<file path="src/hdl/midi_router_defs.svh">
// Purpose: Constants for the MIDI channel and relay router.
// Assumes: 40 MHz clock, serial link at 31250 baud.
// Notes:   Included by the router and its track memory.
`ifndef MIDI_ROUTER_DEFS_SVH
`define MIDI_ROUTER_DEFS_SVH

// ****************************************************************
// Register map
// ****************************************************************
`define ADDR_TRACK0      4'h0
`define ADDR_TRACK1      4'h1
`define ADDR_TRACK2      4'h2
`define ADDR_TRACK3      4'h3
`define ADDR_CONTROL     4'h4
`define ADDR_STATUS      4'h5
`define ADDR_TX_DATA     4'h6
`define ADDR_RX_DATA     4'h7

// ****************************************************************
// Fields and reset values
// ****************************************************************
`define CHAN_OFF         5'h10
`define CTRL_RELAY_BIT   0
`define CTRL_CLKSRC_BIT  1
`define CTRL_STARTSTOP   2
`define CTRL_RESET       8'h00

// ****************************************************************
// Timing
// ****************************************************************
`define CLK_HZ           40000000
`define BAUD_HZ          31250
`define BIT_CYCLES       (`CLK_HZ / `BAUD_HZ)
`define TICK_HZ          2400
`define TICK_CYCLES      (`CLK_HZ / `TICK_HZ)

`endif

</file>
<file path="src/hdl/midi_router_pkg.sv">
// Purpose: Types for the MIDI channel and relay router.
// Assumes: Nothing beyond the constants header.
// Notes:   Used by name, never imported.
package midi_router_pkg;

  typedef enum logic [1:0] {
    SER_IDLE  = 2'b00,
    SER_START = 2'b01,
    SER_DATA  = 2'b11,
    SER_STOP  = 2'b10
  } ser_state_type;

endpackage : midi_router_pkg

</file>
<file path="src/hdl/midi_router.sv">
// Purpose: MIDI channel filter, input relay and clock master logic.
// Assumes: Inputs synchronous to mclk; one byte rx and tx serial.
// Notes:   Channel value 0..15 means channel 1..16, 16 means off.
//
// Function
// - After reset the synth and three rhythm tracks use channels 1 to 4.
// - Each track has its own channel setting 1 to 16 or off for rx.
// - A track set to off ignores every incoming channel message.
// - With relay on, every received byte goes unchanged to the output.
// - With relay off, the output carries the device's own messages.
// - As master, start/stop starts and then stops local and slave play.
// - With internal clock, timing clock messages are sent while play is on.
// - With external clock, received clock and start/stop are followed.
`timescale 1ns/10ps
`include "midi_router_defs.svh"

module midi_router (
  input  wire logic       mclk,
  input  wire logic       rst,
  input  wire logic [3:0] reg_addr,
  input  wire logic [7:0] reg_wdata,
  input  wire logic       reg_wr,
  input  wire logic       reg_rd,
  output logic      [7:0] reg_rdata,
  input  wire logic       midi_in,
  output logic            midi_out,
  input  wire logic       start_stop_press,
  output logic            play_q,
  output logic            clock_tick_q,
  output logic            msg_valid_q,
  output logic      [1:0] msg_track_q,
  output logic      [7:0] msg_status_q
);

  // ****************************************************************
  // Register port
  // ****************************************************************
  logic [7:0] ctrl_q;
  logic [4:0] wr_chan;
  logic [19:0] chans;
  logic [7:0] rx_byte_q;
  logic [7:0] tx_hold_q;
  logic       tx_pend_q;
  logic       relay_on;
  logic       clk_ext;
  logic       wr_track;
  logic       wr_ctrl;
  logic       wr_tx;
  logic [7:0] rd_mux;

  assign relay_on = ctrl_q[`CTRL_RELAY_BIT];
  assign clk_ext  = ctrl_q[`CTRL_CLKSRC_BIT];
  assign wr_track = reg_wr && reg_addr[3:2] == 2'h0;
  assign wr_ctrl  = reg_wr && reg_addr == `ADDR_CONTROL;
  assign wr_tx    = reg_wr && reg_addr == `ADDR_TX_DATA;
  // Values above sixteen fold to off, whatever the upper bits hold.
  assign wr_chan  = (reg_wdata > {3'h0, `CHAN_OFF}) ? `CHAN_OFF
                                                     : reg_wdata[4:0];

  // The memory's own read port lags a cycle, so reads use the live copy
  // to keep the answer in the cycle right after the strobe.
  track_chan_mem u_mem (
    .mclk    (mclk),
    .rst     (rst),
    .wr_en   (wr_track),
    .wr_idx  (reg_addr[1:0]),
    .wr_val  (wr_chan),
    .rd_idx  (reg_addr[1:0]),
    .rd_val  (),
    .all_val (chans)
  );

  assign rd_mux =
    (reg_addr[3:2] == 2'h0)      ? {3'h0, chans[reg_addr[1:0]*5 +: 5]} :
    (reg_addr == `ADDR_CONTROL)  ? {ctrl_q[7:3], play_q, ctrl_q[1:0]} :
    (reg_addr == `ADDR_STATUS)   ? {6'h00, tx_pend_q, play_q} :
    (reg_addr == `ADDR_TX_DATA)  ? tx_hold_q :
    (reg_addr == `ADDR_RX_DATA)  ? rx_byte_q : 8'h00;

  always_ff @(posedge mclk or posedge rst) begin
    if (rst) begin
      reg_rdata <= 8'h00;
      ctrl_q    <= `CTRL_RESET;
    end else begin
      reg_rdata <= reg_rd ? rd_mux : 8'h00;
      if (wr_ctrl) begin
        ctrl_q <= {reg_wdata[7:3], 1'b0, reg_wdata[1:0]};
      end
    end
  end

  // ****************************************************************
  // Serial receiver
  // ****************************************************************
  midi_router_pkg::ser_state_type rx_st_q;
  logic [10:0] rx_cnt_q;
  logic [2:0]  rx_bit_q;
  logic [7:0]  rx_sh_q;
  logic        rx_done_q;
  logic        rx_mid;

  assign rx_mid = rx_cnt_q == 11'(`BIT_CYCLES - 1);

  always_ff @(posedge mclk or posedge rst) begin
    if (rst) begin
      rx_st_q   <= midi_router_pkg::SER_IDLE;
      rx_cnt_q  <= 11'h000;
      rx_bit_q  <= 3'h0;
      rx_sh_q   <= 8'h00;
      rx_done_q <= 1'b0;
      rx_byte_q <= 8'h00;
    end else begin
      rx_done_q <= 1'b0;
      rx_cnt_q  <= rx_mid ? 11'h000 : rx_cnt_q + 11'h001;
      case (rx_st_q)
        midi_router_pkg::SER_IDLE: begin
          rx_cnt_q <= 11'(`BIT_CYCLES / 2);
          if (!midi_in) begin
            rx_st_q <= midi_router_pkg::SER_START;
          end
        end
        midi_router_pkg::SER_START: begin
          if (rx_mid) begin
            rx_st_q  <= midi_in ? midi_router_pkg::SER_IDLE
                                : midi_router_pkg::SER_DATA;
            rx_bit_q <= 3'h0;
          end
        end
        midi_router_pkg::SER_DATA: begin
          if (rx_mid) begin
            rx_sh_q  <= {midi_in, rx_sh_q[7:1]};
            rx_bit_q <= rx_bit_q + 3'h1;
            if (rx_bit_q == 3'h7) begin
              rx_st_q <= midi_router_pkg::SER_STOP;
            end
          end
        end
        midi_router_pkg::SER_STOP: begin
          if (rx_mid) begin
            rx_st_q   <= midi_router_pkg::SER_IDLE;
            rx_done_q <= midi_in;
            rx_byte_q <= rx_sh_q;
          end
        end
        default: rx_st_q <= midi_router_pkg::SER_IDLE;
      endcase
    end
  end

  // ****************************************************************
  // Channel filter and realtime follow
  // ****************************************************************
  logic [7:0] run_status_q;
  logic       tick_q;
  logic [3:0] hit;
  logic [1:0] hit_idx;
  logic       is_status;
  logic       is_chan;

  assign is_status = rx_byte_q[7];
  assign is_chan   = is_status && rx_byte_q[7:4] != 4'hf;

  genvar t;
  generate
    for (t = 0; t < 4; t++) begin : gen_hit
      // An off setting can never equal a four bit channel.
      assign hit[t] = chans[t*5 +: 5] == {1'b0, rx_byte_q[3:0]};
    end
  endgenerate

  assign hit_idx = hit[0] ? 2'd0 : hit[1] ? 2'd1 : hit[2] ? 2'd2 : 2'd3;

  always_ff @(posedge mclk or posedge rst) begin
    if (rst) begin
      run_status_q <= 8'h00;
      msg_valid_q  <= 1'b0;
      msg_track_q  <= 2'h0;
      msg_status_q <= 8'h00;
      clock_tick_q <= 1'b0;
      play_q       <= 1'b0;
    end else begin
      msg_valid_q  <= 1'b0;
      clock_tick_q <= 1'b0;
      if (rx_done_q && is_chan) begin
        run_status_q <= rx_byte_q;
        // Unmatched messages die here; the relay path is independent.
        if (|hit) begin
          msg_valid_q  <= 1'b1;
          msg_track_q  <= hit_idx;
          msg_status_q <= rx_byte_q;
        end
      end
      if (clk_ext) begin
        if (rx_done_q && rx_byte_q == 8'hf8) clock_tick_q <= 1'b1;
        if (rx_done_q && (rx_byte_q == 8'hfa || rx_byte_q == 8'hfb)) begin
          play_q <= 1'b1;
        end
        if (rx_done_q && rx_byte_q == 8'hfc) play_q <= 1'b0;
      end else begin
        if (tick_q) clock_tick_q <= 1'b1;
        if (start_stop_press) play_q <= !play_q;
      end
    end
  end

  // ****************************************************************
  // Transmit: clock, start/stop and software bytes
  // ****************************************************************
  logic [15:0] tick_cnt_q;
  logic        start_req_q;
  logic        stop_req_q;
  logic        clk_req_q;
  logic [9:0]  tx_sh_q;
  logic [3:0]  tx_bits_q;
  logic [10:0] tx_cnt_q;
  logic        tx_line_q;
  logic        tx_idle;

  assign tx_idle = tx_bits_q == 4'h0;

  always_ff @(posedge mclk or posedge rst) begin
    if (rst) begin
      tick_cnt_q  <= 16'h0000;
      tick_q      <= 1'b0;
      start_req_q <= 1'b0;
      stop_req_q  <= 1'b0;
      clk_req_q   <= 1'b0;
      tx_hold_q   <= 8'h00;
      tx_pend_q   <= 1'b0;
      tx_sh_q     <= 10'h3ff;
      tx_bits_q   <= 4'h0;
      tx_cnt_q    <= 11'h000;
      tx_line_q   <= 1'b1;
    end else begin
      tick_q     <= 1'b0;
      tick_cnt_q <= tick_cnt_q + 16'h0001;
      if (tick_cnt_q == 16'(`TICK_CYCLES - 1) || !play_q) begin
        tick_cnt_q <= 16'h0000;
        tick_q     <= play_q && !clk_ext;
      end
      if (wr_tx && !tx_pend_q) begin
        tx_hold_q <= reg_wdata;
        tx_pend_q <= 1'b1;
      end
      if (tx_idle) begin
        // Realtime bytes first, so clock jitter stays low.
        if (clk_req_q) begin
          tx_sh_q   <= {1'b1, 8'hf8, 1'b0};
          clk_req_q <= 1'b0;
          tx_bits_q <= 4'ha;
        end else if (start_req_q) begin
          tx_sh_q     <= {1'b1, 8'hfa, 1'b0};
          start_req_q <= 1'b0;
          tx_bits_q   <= 4'ha;
        end else if (stop_req_q) begin
          tx_sh_q    <= {1'b1, 8'hfc, 1'b0};
          stop_req_q <= 1'b0;
          tx_bits_q  <= 4'ha;
        end else if (tx_pend_q) begin
          tx_sh_q   <= {1'b1, tx_hold_q, 1'b0};
          tx_pend_q <= 1'b0;
          tx_bits_q <= 4'ha;
        end
        tx_cnt_q <= 11'h000;
      end else if (tx_cnt_q == 11'(`BIT_CYCLES - 1)) begin
        tx_cnt_q  <= 11'h000;
        // Each wrap puts the next bit up for a full bit time.
        tx_line_q <= tx_sh_q[1];
        tx_sh_q   <= {1'b1, tx_sh_q[9:1]};
        tx_bits_q <= tx_bits_q - 4'h1;
      end else begin
        tx_cnt_q <= tx_cnt_q + 11'h001;
        if (tx_cnt_q == 11'h000 && tx_bits_q == 4'ha) tx_line_q <= tx_sh_q[0];
      end
      // Set after the load above, so a request arriving as the previous
      // one is taken is never lost.
      if (tick_q) clk_req_q <= 1'b1;
      // The slave's start and stop ride on the same press.
      if (!clk_ext && start_stop_press) begin
        if (play_q) stop_req_q <= 1'b1;
        else start_req_q <= 1'b1;
      end
    end
  end

  // ****************************************************************
  // Output selection
  // ****************************************************************
  always_ff @(posedge mclk or posedge rst) begin
    if (rst) begin
      midi_out <= 1'b1;
    end else if (relay_on) begin
      midi_out <= midi_in;
    end else begin
      midi_out <= tx_line_q;
    end
  end

endmodule : midi_router

</file>
<file path="src/hdl/track_chan_mem.sv">
// Purpose: Per-track channel settings with registered read port.
// Assumes: Four tracks, five bit settings.
// Notes:   Reset loads channels one to four.
`timescale 1ns/10ps
`include "midi_router_defs.svh"

module track_chan_mem (
  input  wire logic       mclk,
  input  wire logic       rst,
  input  wire logic       wr_en,
  input  wire logic [1:0] wr_idx,
  input  wire logic [4:0] wr_val,
  input  wire logic [1:0] rd_idx,
  output logic      [4:0] rd_val,
  output logic      [19:0] all_val
);

  logic [4:0] chan_q [4];

  genvar g;
  generate
    for (g = 0; g < 4; g++) begin : gen_trk
      always_ff @(posedge mclk or posedge rst) begin
        if (rst) begin
          chan_q[g] <= 5'(g);
        end else if (wr_en && wr_idx == 2'(g)) begin
          chan_q[g] <= wr_val;
        end
      end
      assign all_val[g*5 +: 5] = chan_q[g];
    end
  endgenerate

  always_ff @(posedge mclk or posedge rst) begin
    if (rst) begin
      rd_val <= 5'h00;
    end else begin
      rd_val <= chan_q[rd_idx];
    end
  end

endmodule : track_chan_mem

</file>
<file path="config.mk">
export PLATFORM = sky130hd
export DESIGN_NAME = midi_router
export DESIGN_NICKNAME = d
export VERILOG_FILES = /design/src/hdl/midi_router_pkg.sv /design/src/hdl/midi_router.sv /design/src/hdl/track_chan_mem.sv
export VERILOG_INCLUDE_DIRS = /design/src /design/src/hdl
export SDC_FILE = /design/constraint.sdc
export NUM_CORES = 1
export LEC_CHECK = 0
export BUFFER_PORTS_ARGS = -buffer_cell sky130_fd_sc_hd__buf_2
export CAP_MARGIN = 0
export CORE_ASPECT_RATIO = 0.8
export CORE_MARGIN = 2
export CORE_UTILIZATION = 61
export CTS_BUF_LIST = sky130_fd_sc_hd__clkbuf_16
export CTS_CLUSTER_DIAMETER = 60
export CTS_CLUSTER_SIZE = 25
export DETAILED_ROUTE_END_ITERATION = 16
export PLACE_DENSITY = 0.8
export SYNTH_ARGS = -nofsm -noshare
export SYNTH_HDL_FRONTEND = slang
export SYNTH_SLANG_ARGS = --single-unit
</file>
<file path="constraint.sdc">
create_clock -name mclk -period 9.3 [get_ports mclk]
set_clock_uncertainty 0.15 [all_clocks]
set_input_delay 0.465 -clock mclk [delete_from_list [all_inputs] [get_ports mclk]]
set_output_delay 0.465 -clock mclk [all_outputs]
set_load 0.05 [all_outputs]
</file>
==> flow_summary.json <==
{
  "insertion_delay_ns": 0.41,
  "leakage_nw": 3.383,
  "combPwrFrac": 0.079,
  "pre_cts_ws_ns": 6.784,
  "gp_congestion": 0.8859,
  "die_h_um": 95.31,
  "start_util": 0.6234,
  "core-area_sq_um": 10200,
  "slew_viol_final": 0,
  "synth_area_sq_um": 6357,
  "power.switching_mw": 0.3757,
  "track_usage": 0.2600,
  "grt_start_max_net_pins": 82,
  "finalSetupViolCount": 0,
  "synthArstFlopShare": 1.000,
  "antenna_found_initial": 1,
  "fin_area_sq_um": 7276,
  "whs_ns": 0.01311,
  "max_freq_mhz": 392.5,
  "rows": 33,
  "reg2reg_from": "tx_bits_q[0]",
  "required_ns": 9.42,
  "setup_slack_ns": 6.752,
  "synth_area_per_cell_sq_um": 10.76,
  "port_buffers": 39,
  "yosys_warnings": 0,
  "dr.first_iter.drc_count": 438,
  "htreeDepth": 4,
  "placed_cells": 750,
  "cts_resized": 0,
  "power_density_nw_per_um2": 205.1,
  "synth_ff_type": "dfrtp_1",
  "drt.antenna.violating_nets": 0,
  "clkSinkCount": 136,
  "power.share.clock": 0.486,
  "synth_seq_area_share": 0.5383,
  "wl_per_cell_um": 17.39,
  "max_slew_margin": 0.3539,
  "grt_pass1_vias": 4578,
  "ios": 40,
  "cts_buffers": 17,
  "cp_max_fo": 21,
  "finalCriticalPeriod_ns": 2.548,
  "fin_crit_sh": 0.2740,
  "worstMarginPinSlew_ns": 0.9691,
  "cts_buffer_depth": 2,
  "hold_violations": 0,
  "cts_hold_buffers": 0,
  "wl_mm": 13.62,
  "die_area_sq_um": 11260,
  "vdd_drop_max_mv": 0.1526,
  "final_util": 0.7134,
  "grt_first_pass_wirelength_mm": 22.75,
  "synth-seq-cells": 136,
  "startpoint": "tx_bits_q[0]",
  "dieWidth_um": 118.1,
  "swShare": 0.2518,
  "synth-edff-count": 0,
  "syn_to_final_growth_pct": 14.45,
  "clkSlewWorstSetupHoldPaths_ns": 0.06,
  "rsz0062_at_grt": "no",
  "syn_inst": 591,
  "seq_power_share": 0.435,
  "hpwl_mm": 9.068,
  "dpl-instance-area_sq_um": 6631,
  "end_kind": "flop",
  "maxCapViolations": 0,
  "cts_tree": "done",
  "arrival_ns": 2.67,
  "p_int_mw": 1.116,
  "status": "completed",
  "worstHoldPathType": "input port to async pin",
  "gr-total-overflow": 0,
  "crit_type": "flop to flop",
  "drc": 0,
  "cts_setup_buffers": 0,
  "worstSetupStartpointType": "flop",
  "final_cells": 783,
  "total_power_mw": 1.492,
  "vias": 4584,
  "viasPerCell": 5.854,
  "synth_nets": 618,
  "first_pass_iters": 5,
  "finalSetupTns_ns": 0,
  "cts_root_buffer": "clkbuf_16",
  "nets": 656,
  "ys_types": 53,
  "drive_above_1_share": 0.2274
}
[cells in the final DEF, fill, tap and decap left out, types with 5 or more instances in the layout]
cell and n:
o22ai_1 9, buf_2 39, xnor2_1 27, nor2b_1 6, inv_6 5, and2_1 5
clkbuf_16 17, o21ai_1 8, nand3_1 28, mux2_2 44, nor2_1 65, and3_1 5
nor4_1 5, ha_1 9, a22oi_1 6, nor3_1 6, dfstp_2 15, mux4_2 5
nand4_1 11, o21ai_0 42, xor2_1 19, dfrtp_1 121, nand2_1 60, inv_1 19
mux2i_1 7, a21oi_1 9
[synthesized netlist by cell type, drive strengths merged, types with 6 or more instances]
library cell / count / area (sq um)
dfstp: 15 / 394.1
xor2: 19 / 166.4
ha: 9 / 112.6
a22oi: 6 / 45.04
nand4: 12 / 81.33
xnor2: 27 / 236.5
nor3: 6 / 30.03
mux2i: 7 / 70.07
clkbuf: 10 / 38.78
nor2: 66 / 255.2
a21oi: 9 / 45.04
o21ai: 52 / 275.3
o22ai: 9 / 56.30
mux2: 44 / 495.5
nand2: 61 / 231.5
inv: 20 / 75.07
buf: 12 / 75.07
nand3: 29 / 150.1
dfrtp: 121 / 3028
nor2b: 7 / 51.30
[cells by family after synthesis]
family | share of synthesized area
buf+inv | 0.02972
simple gates | 0.1610
fa+ha+maj | 0.01771
flops | 0.5383
mux | 0.1067
xor+xnor | 0.06337
compound gates | 0.08325
[final cells by class]
class	count	area, sq um
Multi-Input combinational cell	413	2746
Antenna cell	1	2.502
Tap cell	140	175.2
Inverter	20	77.57
Fill cell	724	2923
Timing Repair Buffer	41	210.2
Clock buffer	17	425.4
Sequential cell	136	3422
Clock inverter	15	216.5
[power by group through the flow]
stage / clock [mW] / combinational [mW] / sequential [mW]
floorplan: 0 / 0.0825 / 0.657
global placement: 0 / 0.112 / 0.657
detailed placement: 0 / 0.116 / 0.659
CTS: 0.734 / 0.118 / 0.649
global route: 0.762 / 0.131 / 0.653
finish: 0.725 / 0.118 / 0.650
[worst paths after layout]
path	to	slack (ns)	depth (start not counted)
max in group asynchronous	rx_byte_q[2]	7.55	3
min in group mclk	u_mem.all_val[11]	0.16	3
worst min register to register	clk_req_q	0.31	2
worst max-delay path	tx_bits_q[1]	6.75	7
worst max register to register	tx_bits_q[1]	6.75	7
worst min-delay path	msg_status_q[2]	0.01	2
[per-layer routing]
metal / vias to the layer above / global-route usage / wire, um
met5: - / 0 / 0
met4: 0 / 0.06426 / 121
met3: 13 / 0.08014 / 929
met2: 155 / 0.4200 / 6510
met1: 2283 / 0.3485 / 6058
li1: 2133 / - / -
[state kept, by name, indices dropped and copies added, names as in the netlist, 3 cells and up]
register       count
tick_cnt_q        16
tx_sh_q            9
tx_cnt_q          11
rx_bit_q           3
rx_cnt_q          11
reg_rdata          8
msg_status_q       8
rx_byte_q          8
tx_bits_q          4
u_mem.all_val     20
rx_sh_q            8
ctrl_q             7
tx_hold_q          8
[critical path, cell delays in order (launching register included)]
cell and delay (ns):
dfrtp_1 0.40, inv_1 0.09, ha_1 0.17, nor2b_4 0.18, nand2b_2 0.17, or4_1 0.63
o21ai_4 0.47, o21ai_0 0.15
No activity file was read; power rests on OpenSTA's default activity.
